[src/logic/bfl_defs.svh]
`ifndef BFL_DEFS_SVH
`define BFL_DEFS_SVH
`define BFL_DUTY_HALF 8'h80
`define BFL_DUTY_QUARTER 8'h40
`define BFL_DUTY_EIGHTH 8'h20
`define BFL_DUTY_OPEN 8'hFF
`define BFL_FOLD_RUN 3'h3
`define BFL_RECOV_RUN 3'h4
`define BFL_LL_ENTRY_RUN 4'h8
`define BFL_LL_EXIT_RUN 2'h3
`define BFL_LVL_MAX 2'h3
`define BFL_SW_LAST 8'hFF
`define BFL_OC_MAX_DEF 8'h08
`define BFL_OT_TRIP_DEF 8'h7D
`define BFL_OT_HYST 9'h019
`define BFL_TEMP_OFFSET 9'h028
`define BFL_CAL_DELAY 8'h10
`define BFL_VOUT_HI_PAD 5'h00
`define BFL_HICCUP_MS 20
`define BFL_CLK_MHZ 250
`endif

[src/logic/bfl_pkg.sv]
package bfl_pkg;
  typedef enum logic [1:0] {
    LL_PWM = 2'b00,
    LL_ON = 2'b01,
    LL_DIODE = 2'b10,
    LL_IDLE = 2'b11
  } bfl_ll_e;
  typedef enum logic [1:0] {
    OCR_CC = 2'b00,
    OCR_HICCUP = 2'b01,
    OCR_LATCH = 2'b10
  } bfl_ocr_e;
  typedef enum logic [1:0] {
    OTR_IGNORE = 2'b00,
    OTR_INHIBIT = 2'b01,
    OTR_LATCH = 2'b10
  } bfl_otr_e;
endpackage
[src/logic/bfl_ctrl.sv]
`timescale 1ns/10ps
`default_nettype none
`include "bfl_defs.svh"
module bfl_ctrl
  import bfl_pkg::*;
#(
  parameter int unsigned HICCUP_CYCLES = `BFL_HICCUP_MS * 1000 * `BFL_CLK_MHZ
) (
  // Clock and reset
  input wire logic clock_in,
  input wire logic sys_rst_in,
  // Power stage comparators and pins
  input wire logic oc_cmp_in,
  input wire logic zero_cross_in,
  input wire logic sense_below_ref_in,
  input wire logic vout_below_95_in,
  input wire logic enable_in,
  input wire logic [2:0] target_select_pins_in,
  // Regulation loop and converter
  input wire logic [7:0] nominal_duty_in,
  input wire logic adc_valid_in,
  input wire logic [10:0] vsense_code_in,
  input wire logic [7:0] die_temp_code_in,
  input wire logic [7:0] comp_code_in,
  input wire logic ref_ramping_in,
  // Configuration
  input wire bfl_ocr_e oc_response_in,
  input wire logic [7:0] oc_max_count_in,
  input wire logic allow_light_load_in,
  input wire logic tracking_mode_in,
  input wire logic nvm_load_in,
  input wire logic [7:0] nvm_ot_thr_in,
  input wire bfl_otr_e nvm_ot_resp_in,
  input wire logic [10:0] ov_warn_thr_in,
  input wire logic [10:0] uv_fault_thr_in,
  input wire logic [10:0] uv_warn_thr_in,
  input wire logic [87:0] target_table_in,
  input wire logic [10:0] pg_tol_in,
  // Drives and state
  output logic high_side_drive_out,
  output logic low_side_drive_out,
  output logic power_conv_en_out,
  output logic light_load_adaptive_mode_out,
  output logic [7:0] duty_limit_out,
  output logic hiccup_out,
  output logic oc_latched_out,
  output logic ot_fault_out,
  output logic [7:0] comp_dac_out,
  output logic cal_done_out,
  // Readings and flags
  output logic [7:0] die_temperature_reading_out,
  output logic [7:0] vout_reading_high_out,
  output logic [7:0] vout_reading_low_out,
  output logic ov_warn_out,
  output logic uv_fault_out,
  output logic uv_warn_out,
  output logic power_good_out
);
  logic [7:0] sync1_q, sync2_q;
  logic oc_s, zc_s, below_s, low95_s, en_s;
  logic [2:0] tsel_s;
  logic [7:0] sw_cnt_q;
  logic cyc_end, oc_seen_q, zc_seen_q, oc_cyc, zc_cyc;
  logic [1:0] level;
  logic [7:0] oc_total_q;
  logic oc_trip, hiccup_q, oc_latch_q;
  logic [31:0] hic_cnt_q;
  logic [7:0] ot_thr_q;
  bfl_otr_e ot_resp_q;
  logic ot_hot, ot_cool, ot_inh_q, ot_latch_q;
  logic fault, run;
  logic ramp_prev_q, cal_run_q;
  logic [7:0] cal_cnt_q;
  logic ll_ok;
  bfl_ll_e ll_q;
  logic [3:0] zc_run_q;
  logic [1:0] miss_q;
  logic [7:0] on_cnt_q, on_width_q;
  logic [10:0] vs_q, target;

  function automatic logic [8:0] to_celsius(input logic [7:0] code);
    to_celsius = {1'b0, code} + `BFL_TEMP_OFFSET;
  endfunction

  // ----------------------------------------
  // Pin synchronisers and switching cycle.
  // ----------------------------------------
  always_ff @(posedge clock_in or posedge sys_rst_in) begin
    if (sys_rst_in) begin
      sync1_q <= 8'h00;
      sync2_q <= 8'h00;
    end else begin
      sync1_q <= {target_select_pins_in, enable_in, vout_below_95_in,
                  sense_below_ref_in, zero_cross_in, oc_cmp_in};
      sync2_q <= sync1_q;
    end
  end
  assign {tsel_s, en_s, low95_s, below_s, zc_s, oc_s} = sync2_q;

  always_ff @(posedge clock_in or posedge sys_rst_in) begin
    if (sys_rst_in) begin
      sw_cnt_q <= 8'h00;
      oc_seen_q <= 1'b0;
      zc_seen_q <= 1'b0;
    end else begin
      sw_cnt_q <= sw_cnt_q + 8'h01;
      oc_seen_q <= cyc_end ? 1'b0 : (oc_seen_q | oc_s);
      zc_seen_q <= cyc_end ? 1'b0 : (zc_seen_q | zc_s);
    end
  end
  assign cyc_end = (sw_cnt_q == `BFL_SW_LAST);
  assign oc_cyc = oc_seen_q | oc_s;
  assign zc_cyc = zc_seen_q | zc_s;

  bfl_foldback u_fold (
    .clock_in(clock_in),
    .sys_rst_in(sys_rst_in),
    .clear_in(!run),
    .cycle_in(cyc_end && ll_q == LL_PWM),
    .oc_in(oc_cyc),
    .cc_mode_in(oc_response_in == OCR_CC),
    .nominal_duty_in(nominal_duty_in),
    .limit_out(duty_limit_out),
    .level_out(level)
  );

  // ----------------------------------------
  // Overcurrent count, hiccup and latch.
  // ----------------------------------------
  assign oc_trip = run && cyc_end && oc_cyc && (oc_total_q + 8'h01 >= oc_max_count_in) &&
                   (oc_response_in != OCR_CC || level == `BFL_LVL_MAX ||
                    nominal_duty_in < `BFL_DUTY_EIGHTH);

  always_ff @(posedge clock_in or posedge sys_rst_in) begin
    if (sys_rst_in) begin
      oc_total_q <= 8'h00;
    end else if (!run) begin
      oc_total_q <= 8'h00;
    end else if (cyc_end && oc_cyc && oc_total_q != 8'hFF) begin
      oc_total_q <= oc_total_q + 8'h01;
    end
  end

  always_ff @(posedge clock_in or posedge sys_rst_in) begin
    if (sys_rst_in) begin
      hiccup_q <= 1'b0;
      hic_cnt_q <= 32'h0000_0000;
    end else if (oc_trip && oc_response_in != OCR_LATCH) begin
      hiccup_q <= 1'b1;
      hic_cnt_q <= 32'h0000_0000;
    end else if (hiccup_q) begin
      if (hic_cnt_q == 32'(HICCUP_CYCLES - 1)) begin
        hiccup_q <= 1'b0;
      end
      hic_cnt_q <= hic_cnt_q + 32'h0000_0001;
    end
  end

  always_ff @(posedge clock_in or posedge sys_rst_in) begin
    if (sys_rst_in) begin
      oc_latch_q <= 1'b0;
    end else if (oc_trip && oc_response_in == OCR_LATCH) begin
      oc_latch_q <= 1'b1;
    end
  end

  // ----------------------------------------
  // Over-temperature.
  // ----------------------------------------
  always_ff @(posedge clock_in or posedge sys_rst_in) begin
    if (sys_rst_in) begin
      ot_thr_q <= `BFL_OT_TRIP_DEF;
      ot_resp_q <= OTR_INHIBIT;
    end else if (nvm_load_in) begin
      ot_thr_q <= nvm_ot_thr_in;
      ot_resp_q <= nvm_ot_resp_in;
    end
  end

  assign ot_hot = to_celsius(die_temperature_reading_out) > {1'b0, ot_thr_q};
  assign ot_cool = to_celsius(die_temperature_reading_out) + `BFL_OT_HYST <=
                   {1'b0, ot_thr_q};

  always_ff @(posedge clock_in or posedge sys_rst_in) begin
    if (sys_rst_in) begin
      ot_inh_q <= 1'b0;
      ot_latch_q <= 1'b0;
    end else begin
      if (ot_resp_q == OTR_INHIBIT && ot_hot) begin
        ot_inh_q <= 1'b1;
      end else if (ot_resp_q != OTR_INHIBIT || ot_cool) begin
        ot_inh_q <= 1'b0;
      end
      if (ot_resp_q == OTR_LATCH && ot_hot) begin
        ot_latch_q <= 1'b1;
      end
    end
  end

  assign fault = hiccup_q | oc_latch_q | ot_inh_q | ot_latch_q;
  assign run = en_s && !fault;

  // ----------------------------------------
  // Calibration of the error level.
  // ----------------------------------------
  always_ff @(posedge clock_in or posedge sys_rst_in) begin
    if (sys_rst_in) begin
      ramp_prev_q <= 1'b0;
      cal_run_q <= 1'b0;
      cal_cnt_q <= 8'h00;
      cal_done_out <= 1'b0;
      comp_dac_out <= 8'h00;
    end else begin
      ramp_prev_q <= ref_ramping_in;
      if (ref_ramping_in) begin
        cal_done_out <= 1'b0;
        cal_run_q <= 1'b0;
      end else if (ramp_prev_q) begin
        cal_run_q <= 1'b1;
        cal_cnt_q <= 8'h00;
      end else if (cal_run_q) begin
        cal_cnt_q <= cal_cnt_q + 8'h01;
        if (cal_cnt_q == `BFL_CAL_DELAY) begin
          comp_dac_out <= comp_code_in;
          cal_done_out <= 1'b1;
          cal_run_q <= 1'b0;
        end
      end
    end
  end

  // ----------------------------------------
  // Light-load sequencer.
  // ----------------------------------------
  assign ll_ok = allow_light_load_in && !tracking_mode_in && !ref_ramping_in &&
                 cal_done_out && run && level == 2'h0;

  always_ff @(posedge clock_in or posedge sys_rst_in) begin
    if (sys_rst_in) begin
      ll_q <= LL_PWM;
      zc_run_q <= 4'h0;
      miss_q <= 2'h0;
      on_cnt_q <= 8'h00;
      on_width_q <= 8'h00;
    end else if (!ll_ok || (ll_q != LL_PWM && low95_s)) begin
      ll_q <= LL_PWM;
      zc_run_q <= 4'h0;
      miss_q <= 2'h0;
    end else begin
      unique case (ll_q)
        LL_PWM: begin
          if (cyc_end) begin
            if (!zc_cyc) begin
              zc_run_q <= 4'h0;
            end else if (zc_run_q == `BFL_LL_ENTRY_RUN - 4'h1) begin
              ll_q <= LL_ON;
              zc_run_q <= 4'h0;
              on_cnt_q <= 8'h00;
              on_width_q <= duty_limit_out;
            end else begin
              zc_run_q <= zc_run_q + 4'h1;
            end
          end
        end
        LL_ON: begin
          on_cnt_q <= on_cnt_q + 8'h01;
          if (on_cnt_q + 8'h01 >= on_width_q) begin
            ll_q <= LL_DIODE;
          end
        end
        LL_DIODE: begin
          if (zc_s) begin
            ll_q <= LL_IDLE;
            if (!below_s) begin
              miss_q <= 2'h0;
            end else if (miss_q == `BFL_LL_EXIT_RUN - 2'h1) begin
              ll_q <= LL_PWM;
              miss_q <= 2'h0;
            end else begin
              miss_q <= miss_q + 2'h1;
            end
          end
        end
        LL_IDLE: begin
          if (below_s && zc_s) begin
            ll_q <= LL_ON;
            on_cnt_q <= 8'h00;
          end
        end
      endcase
    end
  end

  always_ff @(posedge clock_in or posedge sys_rst_in) begin
    if (sys_rst_in) begin
      high_side_drive_out <= 1'b0;
      low_side_drive_out <= 1'b0;
    end else if (!run) begin
      high_side_drive_out <= 1'b0;
      low_side_drive_out <= 1'b0;
    end else if (ll_q == LL_PWM) begin
      high_side_drive_out <= sw_cnt_q < duty_limit_out;
      low_side_drive_out <= !(sw_cnt_q < duty_limit_out);
    end else begin
      high_side_drive_out <= ll_q == LL_ON;
      low_side_drive_out <= ll_q == LL_DIODE;
    end
  end

  assign power_conv_en_out = run;
  assign light_load_adaptive_mode_out = ll_q != LL_PWM;
  assign hiccup_out = hiccup_q;
  assign oc_latched_out = oc_latch_q;
  assign ot_fault_out = ot_inh_q | ot_latch_q;

  // ----------------------------------------
  // Readings, thresholds and power good.
  // ----------------------------------------
  assign target = target_table_in[tsel_s * 11 +: 11];

  always_ff @(posedge clock_in or posedge sys_rst_in) begin
    if (sys_rst_in) begin
      vs_q <= 11'h000;
      die_temperature_reading_out <= 8'h00;
      ov_warn_out <= 1'b0;
      uv_fault_out <= 1'b0;
      uv_warn_out <= 1'b0;
    end else if (adc_valid_in) begin
      vs_q <= vsense_code_in;
      die_temperature_reading_out <= die_temp_code_in;
      ov_warn_out <= vsense_code_in > ov_warn_thr_in;
      uv_fault_out <= vsense_code_in < uv_fault_thr_in;
      uv_warn_out <= vsense_code_in < uv_warn_thr_in;
    end
  end
  assign vout_reading_high_out = {`BFL_VOUT_HI_PAD, vs_q[10:8]};
  assign vout_reading_low_out = vs_q[7:0];

  always_ff @(posedge clock_in or posedge sys_rst_in) begin
    if (sys_rst_in) begin
      power_good_out <= 1'b0;
    end else if (fault) begin
      power_good_out <= 1'b0;
    end else if (run && (vs_q > target ? vs_q - target : target - vs_q) <= pg_tol_in) begin
      power_good_out <= 1'b1;
    end
  end
endmodule
`default_nettype wire

[src/logic/bfl_foldback.sv]
`timescale 1ns/10ps
`default_nettype none
`include "bfl_defs.svh"
module bfl_foldback (
  // Clock and reset
  input wire logic clock_in,
  input wire logic sys_rst_in,
  // Cycle events
  input wire logic clear_in,
  input wire logic cycle_in,
  input wire logic oc_in,
  input wire logic cc_mode_in,
  input wire logic [7:0] nominal_duty_in,
  // Clamp
  output logic [7:0] limit_out,
  output logic [1:0] level_out
);
  logic [1:0] level_q;
  logic [2:0] oc_run_q;
  logic [2:0] rec_run_q;

  function automatic logic [7:0] clamp_of(input logic [1:0] lvl);
    case (lvl)
      2'h1: clamp_of = `BFL_DUTY_HALF;
      2'h2: clamp_of = `BFL_DUTY_QUARTER;
      2'h3: clamp_of = `BFL_DUTY_EIGHTH;
      default: clamp_of = `BFL_DUTY_OPEN;
    endcase
  endfunction

  // ----------------------------------------
  // Fold-back and recovery sequencing.
  // ----------------------------------------
  always_ff @(posedge clock_in or posedge sys_rst_in) begin
    if (sys_rst_in) begin
      level_q <= 2'h0;
      oc_run_q <= 3'h0;
      rec_run_q <= 3'h0;
    end else if (clear_in) begin
      level_q <= 2'h0;
      oc_run_q <= 3'h0;
      rec_run_q <= 3'h0;
    end else if (cycle_in) begin
      if (oc_in) begin
        rec_run_q <= 3'h0;
        if (cc_mode_in && level_q != `BFL_LVL_MAX && nominal_duty_in >= `BFL_DUTY_EIGHTH) begin
          if (oc_run_q == `BFL_FOLD_RUN - 3'h1) begin
            level_q <= level_q + 2'h1;
            oc_run_q <= 3'h0;
          end else begin
            oc_run_q <= oc_run_q + 3'h1;
          end
        end
      end else begin
        oc_run_q <= 3'h0;
        if (level_q != 2'h0) begin
          if (rec_run_q == `BFL_RECOV_RUN - 3'h1) begin
            rec_run_q <= 3'h0;
            if (clamp_of(level_q - 2'h1) >= nominal_duty_in) begin
              level_q <= 2'h0;
            end else begin
              level_q <= level_q - 2'h1;
            end
          end else begin
            rec_run_q <= rec_run_q + 3'h1;
          end
        end
      end
    end
  end

  always_ff @(posedge clock_in or posedge sys_rst_in) begin
    if (sys_rst_in) begin
      limit_out <= 8'h00;
    end else if (clamp_of(level_q) < nominal_duty_in) begin
      limit_out <= clamp_of(level_q);
    end else begin
      limit_out <= nominal_duty_in;
    end
  end

  assign level_out = level_q;
endmodule
`default_nettype wire

[config.mk]
export PLATFORM = sky130hd
export DESIGN_NAME = bfl_ctrl
export DESIGN_NICKNAME = d
export VERILOG_FILES = /design/src/logic/bfl_pkg.sv /design/src/logic/bfl_ctrl.sv /design/src/logic/bfl_foldback.sv
export VERILOG_INCLUDE_DIRS = /design/src /design/src/logic
export SDC_FILE = /design/constraint.sdc
export NUM_CORES = 1
export LEC_CHECK = 0
export BUFFER_PORTS_ARGS = -buffer_cell sky130_fd_sc_hd__buf_4
export CELL_PAD_IN_SITES_DETAIL_PLACEMENT = 1
export CELL_PAD_IN_SITES_GLOBAL_PLACEMENT = 1
export CORE_ASPECT_RATIO = 1.5
export CORE_UTILIZATION = 42
export DETAILED_ROUTE_END_ITERATION = 8
export PLACE_DENSITY = 0.81
export RECOVER_POWER = 100
export SYNTH_ARGS = -nofsm -noshare
export SYNTH_HDL_FRONTEND = slang
export SYNTH_HIERARCHICAL = 1
export SYNTH_SLANG_ARGS = --single-unit
[constraint.sdc]
create_clock -name clock_in -period 5.9 [get_ports clock_in]
set_input_delay 0.59 -clock clock_in [delete_from_list [all_inputs] [get_ports clock_in]]
set_output_delay 0.59 -clock clock_in [all_outputs]
set_load 0.05 [all_outputs]
After elaboration in Yosys (flattened, before gate mapping):

Cells that the tools add are included.

* input port bits: 202
* ROM bits: 0
* memories kept: 0
* flip-flop bits (word level): 164
* bits in latches: 0
* memory bits (writable): 0
* output and inout bits: 52
* word-level logic and storage cells: 253

* bitwise gates (word level): 9
* eq/ne operators: 40
* reductions and logical operators: 59
* muxes and demuxes: 79
* shift-type cells: 1
* div/mod/pow operators: 0
* add/subtract/negate cells: 15
* multipliers: 1
* $lt $le $gt $ge: 14

Operators by type and width (count)
* 8-bit two-way mux: 14
* 88-bit by 8-bit variable part select with 11-bit output: 1
* 8-bit one-hot mux with 3 select lines: 3
* 32-bit two-way mux: 2
* 2-bit two-way mux: 22
* 32-bit by 1-bit adder with 32-bit output, second input constant: 1
* 8-bit by 1-bit adder with 8-bit output, second input constant: 4
* 32-bit by 23-bit == test with 1-bit output, second input constant: 1
* 3-bit two-way mux: 10
* 2-bit nonzero test: 13
* 8-bit greater-or-equal comparator: 3
* 11-bit > comparator: 2
* 1-bit logical AND: 22
* 11-bit < comparator: 2
* 11-bit subtractor: 2
* 1-bit two-way mux: 21
* 4-bit two-way mux: 5
* 2-bit == test, second input constant: 9
* 3-bit by 2-bit != test with 1-bit output, second input constant: 6
* 8-bit < comparator: 2
* 2-bit != test, second input constant: 6
* 6-bit AND reduction: 2
* 11-bit less-or-equal comparator: 1
* 11-bit two-way mux: 1
* other kinds (31): 63

Longest topological paths before layout:

Gate-level depths: netlist of run 1.

* word-level depth: 15
* depth in mapped cells: 20
* gate-level depth less buffers: 18

Cells and area by module:

The synthesis of run 1 kept the hierarchy.

Modules (own cells, without submodules)
* bfl_ctrl: sequential area each 3712.3 um^2, times used 1, area each 10164.7 um^2, cells each 1054
* bfl_foldback: sequential area each 400.4 um^2, times used 1, area each 1181.1 um^2, cells each 118

Worst setup path before layout of run 1:

Ideal clock, no wire load.

* kind: flip-flop to flip-flop
* start point: reg sync2_q[5]
* end point: reg power_good_out
* slack: 1.030 ns
* period minus slack after synthesis: 4.870 ns
* arrival: 4.804 ns
* path buffers: 2
* library setup time: 0.067 ns
* required time: 5.833 ns
* stages on the path, launching flop included: 21
* path through: dfrtp_1 -> buf_1 -> mux4_2 -> mux2i_1 -> inv_1 -> ha_1 -> clkbuf_1 -> a21oi_1 -> o31ai_1 -> a31oi_1 -> or4_1 -> nand2_2 -> mux2_2 -> ha_1 -> nor2b_1 -> o21ai_0 -> a21oi_1 -> nor2_1 -> a21oi_1 -> nor4bb_1 -> o31a_1

* cells in the longest elaborated chain, start to end: 7
* elaborated cells between the ends (all ways): 9
* classes of those cells: add/sub: 2; mul: 1; order compare: 2; shift: 1; mux: 1; reduce/logical: 2

RTL lines
* from (decl): line bfl_ctrl.sv:59 `logic [7:0] sync1_q, sync2_q;`
* from (signal assigned): line bfl_ctrl.sv:95 `sync2_q <= sync1_q;`
* 3-bit by 4-bit multiplier with 7-bit output (*): line bfl_ctrl.sv:319 `assign target = target_table_in[tsel_s * 11 +: 11];`
* 88-bit by 8-bit variable part select with 11-bit output (*): line bfl_ctrl.sv:319
* 11-bit subtractor or 11-bit > comparator (tied branches): line bfl_ctrl.sv:344 `end else if (run && (vs_q > target ? vs_q - target : target - vs_q) <= pg_tol_in) begin`
* 11-bit two-way mux (*): line bfl_ctrl.sv:344
* 11-bit less-or-equal comparator (*): line bfl_ctrl.sv:344
* 1-bit logical AND (*): line bfl_ctrl.sv:344
* 2-bit nonzero test (no source line) (*)
* to (signal assigned): line bfl_ctrl.sv:341 `power_good_out <= 1'b0;`
* to (signal assigned): line bfl_ctrl.sv:343 `power_good_out <= 1'b0;`
* to (signal assigned): line bfl_ctrl.sv:345 `power_good_out <= 1'b1;`
* to (decl): line bfl_ctrl.sv:57 `output logic power_good_out`

Mark *: on every way between the ends. The rest lies on a longest branch, timed or not.
A chain may end at the register's enable or synchronous reset.

Worst setup path in the final report of run 1:

* start point: reg sync2_q[6]
* end point: reg power_good_out

The elaborated chain is that of the path after synthesis.

==> out/results.txt, run 1 <==
status: complete, but fails checks
failing checks: capacitance limit, slew limit
IO buf count: 248
# DRC: 0
vias: 9518
pwr dens: 227.9 mW/mm2
global-route wire length before repair: 52.23 mm
most frequent cells in the layout: buf_4 (191), dfrtp_1 (157), inv_1 (141), ha_1 (134), nor2_1 (98)
cts bufs inserted: 17
slowest CP cell: dfrtp_1
async set or reset register ratio after synthesis: 100.0%
Setup TNS Final: 0 ps
met3 Track Usage GR: 4.748%
global routing usage on met1: 27.69%
Max VDD drop: 0.2155 mV
Tcrit/Tclk final: 89.76%
CTS resizes: 0
Placer Congestion: 0.8338
Root Buffer: clkbuf_16
Critical path buffers and inverters: 2
final setup vio count: 0
syn avg cell area: 9.681 um2
Post-Syn Area: 0.01135 mm2
CTS Hold Buffers Added: 0
Fillers: 3091
CTS tree: yes
Critical Path AT: 5670 ps
Layout Nets: 1752
post-synth cell types: 83
Final Critical Period: 5296 ps
wirelength, routed: 32.29 mm
pins over their slew limit: 175
startpoint types: flip-flop
row cnt: 73
Mapped Cells: 1172
maximum clock frequency: 188.8 MHz
largest net degree at the start of global routing: 91
clk_lat worst skew: 440 ps
Leakage Power: 0.006686 uW
number of global-route vias before repair: 10412
hpwl dp: 26.00 mm
met2 Use GR: 43.46%
busiest metal layer after global routing: met2
Post-synth EDFFs: 0
vias per std cell: 5.396
Post CTS Setup Buffer Count: 0
initial core utilization: 42.83%
clk sinks: 164
Final Non-Filler Cells: 1764
Hold Vio Cnt, Final: 0
HP Class: input pin to asynchronous set/reset pin
Slew HR: -179.0%
io pins: 254
post-synthesis sequential area ratio: 36.25%
Placed Cells: 1732
FF+latch count, synth: 164
layout cells sized above 1: 21.04%
TritonRoute pass-1 iters: 4
DR WL/cell: 18.31 um
Synth warnings: 6
area delta synth->final: 21.44%
total core area: 0.02649 mm2
critical-path cell list: mux4_2, mux2i_1, inv_1, ha_1, inv_1, o31ai_1, a31oi_1, or4_1, nand2_1, mux2_2, ha_1, nor2b_1, o21ai_0, a21oi_1, nor2_1, a21oi_1, nor4bb_1, o31a_1
Worst Path Class, Setup: flip-flop to flip-flop
height of the die: 203.3 um
clk slew on worst S/H paths: 70 ps
ys flop type: dfrtp_1
RSZ-0062 raised after global routing: no
worst endpoint required time: 6280 ps
grt total ovfl: 0
antenna violations before repair: 1
crit path max fanout: 22
clock skew: 8.896 ps
remaining antenna violation count after routing: 0
total track usage: 24.29%
deepest clock path buffer count: 2
Die X: 136.2 um
DRT iter0 DRCs: 320
family with the most delay on the worst path: simple AND/OR/NAND/NOR gates
Max Cap Viol: 4
most common cell after layout, fill and taps aside: buf_4
Die Footprint: 0.02769 mm2
CP peak stage delay: 940 ps
Critical Path End Type: flip-flop
H-tree depth: 4
Worst-Margin Slew: 4162 ps
==> metrics by stage <==
stage	hold WS, ps	instance area, um2	worst slack [ps]	utilization, %	power (uW)
2_1_floorplan	331.2	11360	1030	-	1772
3_3_place_gp	334.1	13510	1003	50.99	2040
3_5_place_dp	337.0	13510	815.7	50.99	2077
4_1_cts	233.7	14080	792.1	53.15	3204
5_1_grt	253.3	13780	303.0	52.02	3313
6_report	268.7	13780	604.3	52.02	3139
==> power by group <==
part           internal (uW)  leakage [uW]  total, uW  switching (uW)
sequential              1170       0.00192       1200            37.1
combinational            362       0.00448        824             462
clock                    633      0.000285       1110             480
total                   2160       0.00669       3140             979
==> flip-flops by register name (all words and copies together), names as in the netlist, 2 cells and up <==
name / count
zc_run_q: 4
u_fold/oc_run_q: 3
hic_cnt_q: 32
comp_dac_out: 8
vs_q: 11
u_fold/level_out: 2
cal_cnt_q: 8
sync1_q: 8
u_fold/rec_run_q: 3
miss_q: 2
on_cnt_q: 8
die_temperature_reading_out: 8
sync2_q: 8
on_width_q: 8
sw_cnt_q: 8
ll_q: 2
ot_thr_q: 8
ot_resp_q: 2
u_fold/limit_out: 8
oc_total_q: 8
==> Yosys cell counts, types with 5 or more instances <==
cell | count | area share (%)
a211oi_1 | 7 | 0.46
a21o_1 | 19 | 1.3
a21oi_1 | 47 | 2.1
a31oi_1 | 6 | 0.33
and3_1 | 13 | 0.72
buf_4 | 6 | 0.40
clkbuf_1 | 20 | 0.66
dfrtp_1 | 157 | 35
dfstp_2 | 7 | 1.6
ha_1 | 134 | 15
inv_1 | 142 | 4.7
mux2_2 | 28 | 2.8
mux2i_1 | 26 | 2.3
mux4_2 | 22 | 4.4
nand2_1 | 85 | 2.8
nand2b_1 | 11 | 0.61
nand3_1 | 37 | 1.6
nand3b_1 | 5 | 0.33
nand4_1 | 21 | 1.2
nor2_1 | 98 | 3.2
nor2b_1 | 12 | 0.66
nor3_1 | 12 | 0.53
nor4_1 | 7 | 0.39
nor4b_1 | 7 | 0.54
o21a_1 | 5 | 0.33
o21ai_0 | 63 | 2.8
o21ai_2 | 7 | 0.54
or2_2 | 6 | 0.33
xnor2_1 | 35 | 2.7
xor2_1 | 44 | 3.4
==> cells by family (layout without fill, tap and decap cells) <==
group	Yosys count	after routing	synth area share (%)
other	1	6	0.03305
muxes	77	77	9.572
DFF	164	164	36.25
xor gates and xnor gates	79	79	6.098
adders and majority gates	136	136	15.13
buffers and inverters	174	424	6.164
and+or+nand+nor	343	343	15.49
AOI/OAI and AO/OA	198	198	11.26
==> area by class of cell <==
class | instances | area, um2 | share of cell area (%)
inverter | 142 | 534.3 | 3.878
antenna | 1 | 2.502 | 0.01816
clock buffer | 19 | 442.9 | 3.215
multi-input combinational | 838 | 6444 | 46.77
tap | 337 | 421.7 | 3.060
clock inverter | 12 | 130.1 | 0.9444
timing repair buffer | 251 | 1690 | 12.27
sequential | 164 | 4113 | 29.85
==> final timing paths <==
path / from / endpoint / slack (ps) / depth (start not counted)
hold / removal: sys_rst_in / u_fold/oc_run_q[0] / 270 / 2
min in group clock_in: target_select_pins_in[2] / sync1_q[7] / 270 / 1
setup reg to reg: sync2_q[6] / power_good_out / 600 / 18
max in group asynchronous: sys_rst_in / hic_cnt_q[11] / 1680 / 3
setup / recovery: sync2_q[6] / power_good_out / 600 / 18
hold reg to reg: sync1_q[7] / sync2_q[7] / 350 / 0
==> routing by layer <==
metal	wire (um)	vias to the layer above
met4	1066	0
li1	-	4535
met2	16970	214
met3	1320	61
met1	12930	4708
met5	0	-
(Power assumes the default switching activity.)
==> inputs of run 2 (changes only) <==
- CORE_MARGIN: not set -> 4
==> out/results.txt, run 2 (synthesized netlist as in run 1, its figures left out) <==
status: complete, but fails checks (unchanged)
failing checks: capacitance limit, slew limit (unchanged)
global-route wire length before repair: 52.63 mm (was 52.23 mm)
most common cell after layout, fill and taps aside: buf_4 (unchanged)
CTS tree: yes (unchanged)
CP peak stage delay: 560 ps (was 940 ps)
# DRC: 0 (unchanged)
Finished Core Util: 51.98% (was 52.02%)
Largest Register: hic_cnt_q (unchanged)
maximum clock frequency: 192.9 MHz (was 188.8 MHz)
clock skew: 9.916 ps (was 8.896 ps)
pwr dens: 229.9 mW/mm2 (was 227.9 mW/mm2)
clk slew on worst S/H paths: 70 ps (about the same)
RSZ-0062 raised after global routing: no (unchanged)
post-layout instance area: 0.01382 mm2 (was 0.01378 mm2)
total core area: 0.02658 mm2 (was 0.02649 mm2)
clk_lat worst skew: 430 ps (was 440 ps)
Setup TNS Final: 0 ps (unchanged)
Post CTS Setup Buffer Count: 0 (unchanged)
crit path max fanout: 19 (was 22)
pins over their slew limit: 160 (was 175)
Final Critical Period: 5183 ps (was 5296 ps)
Die X: 142.2 um (was 136.2 um)
hpwl dp: 25.56 mm (was 26.00 mm)
Inserted Diodes: 0 (was 1)
startpoint types: flip-flop (unchanged)
dpl cell area: 0.01351 mm2 (about the same)
critical-path cell list: buf_4, mux4_2, mux2i_1, inv_1, ha_1, inv_1, o31ai_1, a31oi_1, or4_1, nand2_2, mux2_2, ha_1, nor2b_1, o21ai_0, a21oi_1, nor2_1, a21oi_1, nor4bb_1, o31a_1 (was mux4_2, mux2i_1, inv_1, ha_1, inv_1, o31ai_1, a31oi_1, or4_1, nand2_1, mux2_2, ha_1, nor2b_1, o21ai_0, a21oi_1, nor2_1, a21oi_1, nor4bb_1, o31a_1)
vias: 9492 (was 9518)
most frequent cells in the layout: buf_4 (192), dfrtp_1 (157), inv_1 (141), ha_1 (134), nor2_1 (98) (was buf_4 (191), dfrtp_1 (157), inv_1 (141), ha_1 (134), nor2_1 (98))
worst endpoint required time: 6210 ps (was 6280 ps)
DR WL/cell: 18.10 um (was 18.31 um)
Critical Path End Type: flip-flop (unchanged)
DRT iter0 DRCs: 309 (was 320)
Tcrit/Tclk final: 87.85% (was 89.76%)
hold_ws: 270.6 ps (was 268.7 ps)
TritonRoute pass-1 iters: 5 (was 4)
crit path launch: sync2_q[5] (was sync2_q[6])
remaining antenna violation count after routing: 0 (unchanged)
layout cells sized above 1: 21.23% (was 21.04%)
Max VDD drop: 0.2084 mV (was 0.2155 mV)
H-tree depth: 4 (unchanged)
slowest CP cell: mux4_2 (was dfrtp_1)
largest net degree at the start of global routing: 97 (was 91)
deepest clock path buffer count: 2 (unchanged)
RR Startpoint: sync2_q[5] (was sync2_q[6])
Layout Nets: 1753 (was 1752)
largest registers: hic_cnt_q: 32 flops, vs_q: 11 flops (unchanged)
HP Class: input pin to asynchronous set/reset pin (unchanged)
clk sinks: 164 (unchanged)
area delta synth->final: 21.77% (was 21.44%)
number of global-route vias before repair: 10555 (was 10412)
cts bufs inserted: 17 (unchanged)
initial core utilization: 42.69% (was 42.83%)
Leakage Power: 0.006692 uW (was 0.006686 uW)
Final WS setup: 716.8 ps (was 604.3 ps)
wirelength, routed: 31.93 mm (was 32.29 mm)
io pins: 254 (unchanged)
CTS resizes: 0 (unchanged)
IO buf count: 248 (unchanged)
Critical Path AT: 5500 ps (was 5670 ps)
total track usage: 21.91% (was 24.29%)
Placer Congestion: 0.8898 (was 0.8338)
height of the die: 209.3 um (was 203.3 um)
grt total ovfl: 0 (unchanged)
final setup vio count: 0 (unchanged)
Max Cap Viol: 4 (unchanged)
Slew HR: -198.6% (was -179.0%)
pre-CTS setup slack: 760.5 ps (was 815.7 ps)
Hold Vio Cnt, Final: 0 (unchanged)
Worst-Margin Slew: 4454 ps (was 4162 ps)
Root Buffer: clkbuf_16 (unchanged)
Worst Path Class, Setup: flip-flop to flip-flop (unchanged)
max FFs per register: 32 (unchanged)
vias per std cell: 5.381 (was 5.396)
CTS Hold Buffers Added: 0 (unchanged)
row cnt: 73 (unchanged)
Die Footprint: 0.02976 mm2 (was 0.02769 mm2)
antenna violations before repair: 2 (was 1)
run 2: cell count changes in the layout (fill, tap and decap cells not counted), sizes merged:
cell | before | now
inv | 143 | 144
clkbuf | 79 | 77
clkinv | 7 | 5
clkinvlp | 2 | 4
diode | 1 | 0
bufinv | 2 | 3
buf | 191 | 192
run 2: layout make-up:
type / count / area, um2
inverters: 142 / 534.3
multi-input cells: 838 / 6446
repair buffers: 252 / 1698
well taps: 337 / 421.7
fillers: 3077 / 12760
clock buffers: 17 / 425.4
clock inverters: 14 / 177.7
flip-flops and latches: 164 / 4113
run 2: path summary, 6_finish.rpt:
kind                                                   to  cells after the start  slack [ps]
setup / recovery                           power_good_out                     19         720
hold / removal                        u_fold/limit_out[3]                      2         270
setup reg to reg                           power_good_out                     19         720
hold reg to reg                                sync2_q[7]                      0         360
max in group asynchronous  die_temperature_reading_out[7]                      3        1680
min in group clock_in                          sync1_q[3]                      1         280
run 2: critical path: cells and delay by family, from the launching register on:
family / cells / cell delay [ps]
buffers and inverters: 3 / 580
AO/OA/AOI/OAI: 6 / 1060
flip-flops: 1 / 460
adder cells (fa/ha/maj): 2 / 670
AND/OR/NAND/NOR: 5 / 1040
multiplexers: 3 / 1250
run 2: per-layer routing:
layer | wire (um) | track usage (%)
met5 | 29 | 0
met1 | 11860 | 23.68
met4 | 951 | 7.914
met2 | 17520 | 40.99
met3 | 1567 | 5.038
run 2: through the flow:
stage          instances  power, uW
2_1_floorplan       1176       1772
4_1_cts             1764       3244
3_5_place_dp        1733       2070
3_3_place_gp        1733       2036
6_report            1764       3177
5_1_grt             1764       3358
run 2: report_power, final:
part,internal [uW],switching (uW),total [uW]
Clock,669,485,1150
Combinational,362,459,821
Sequential,1170,36.4,1200
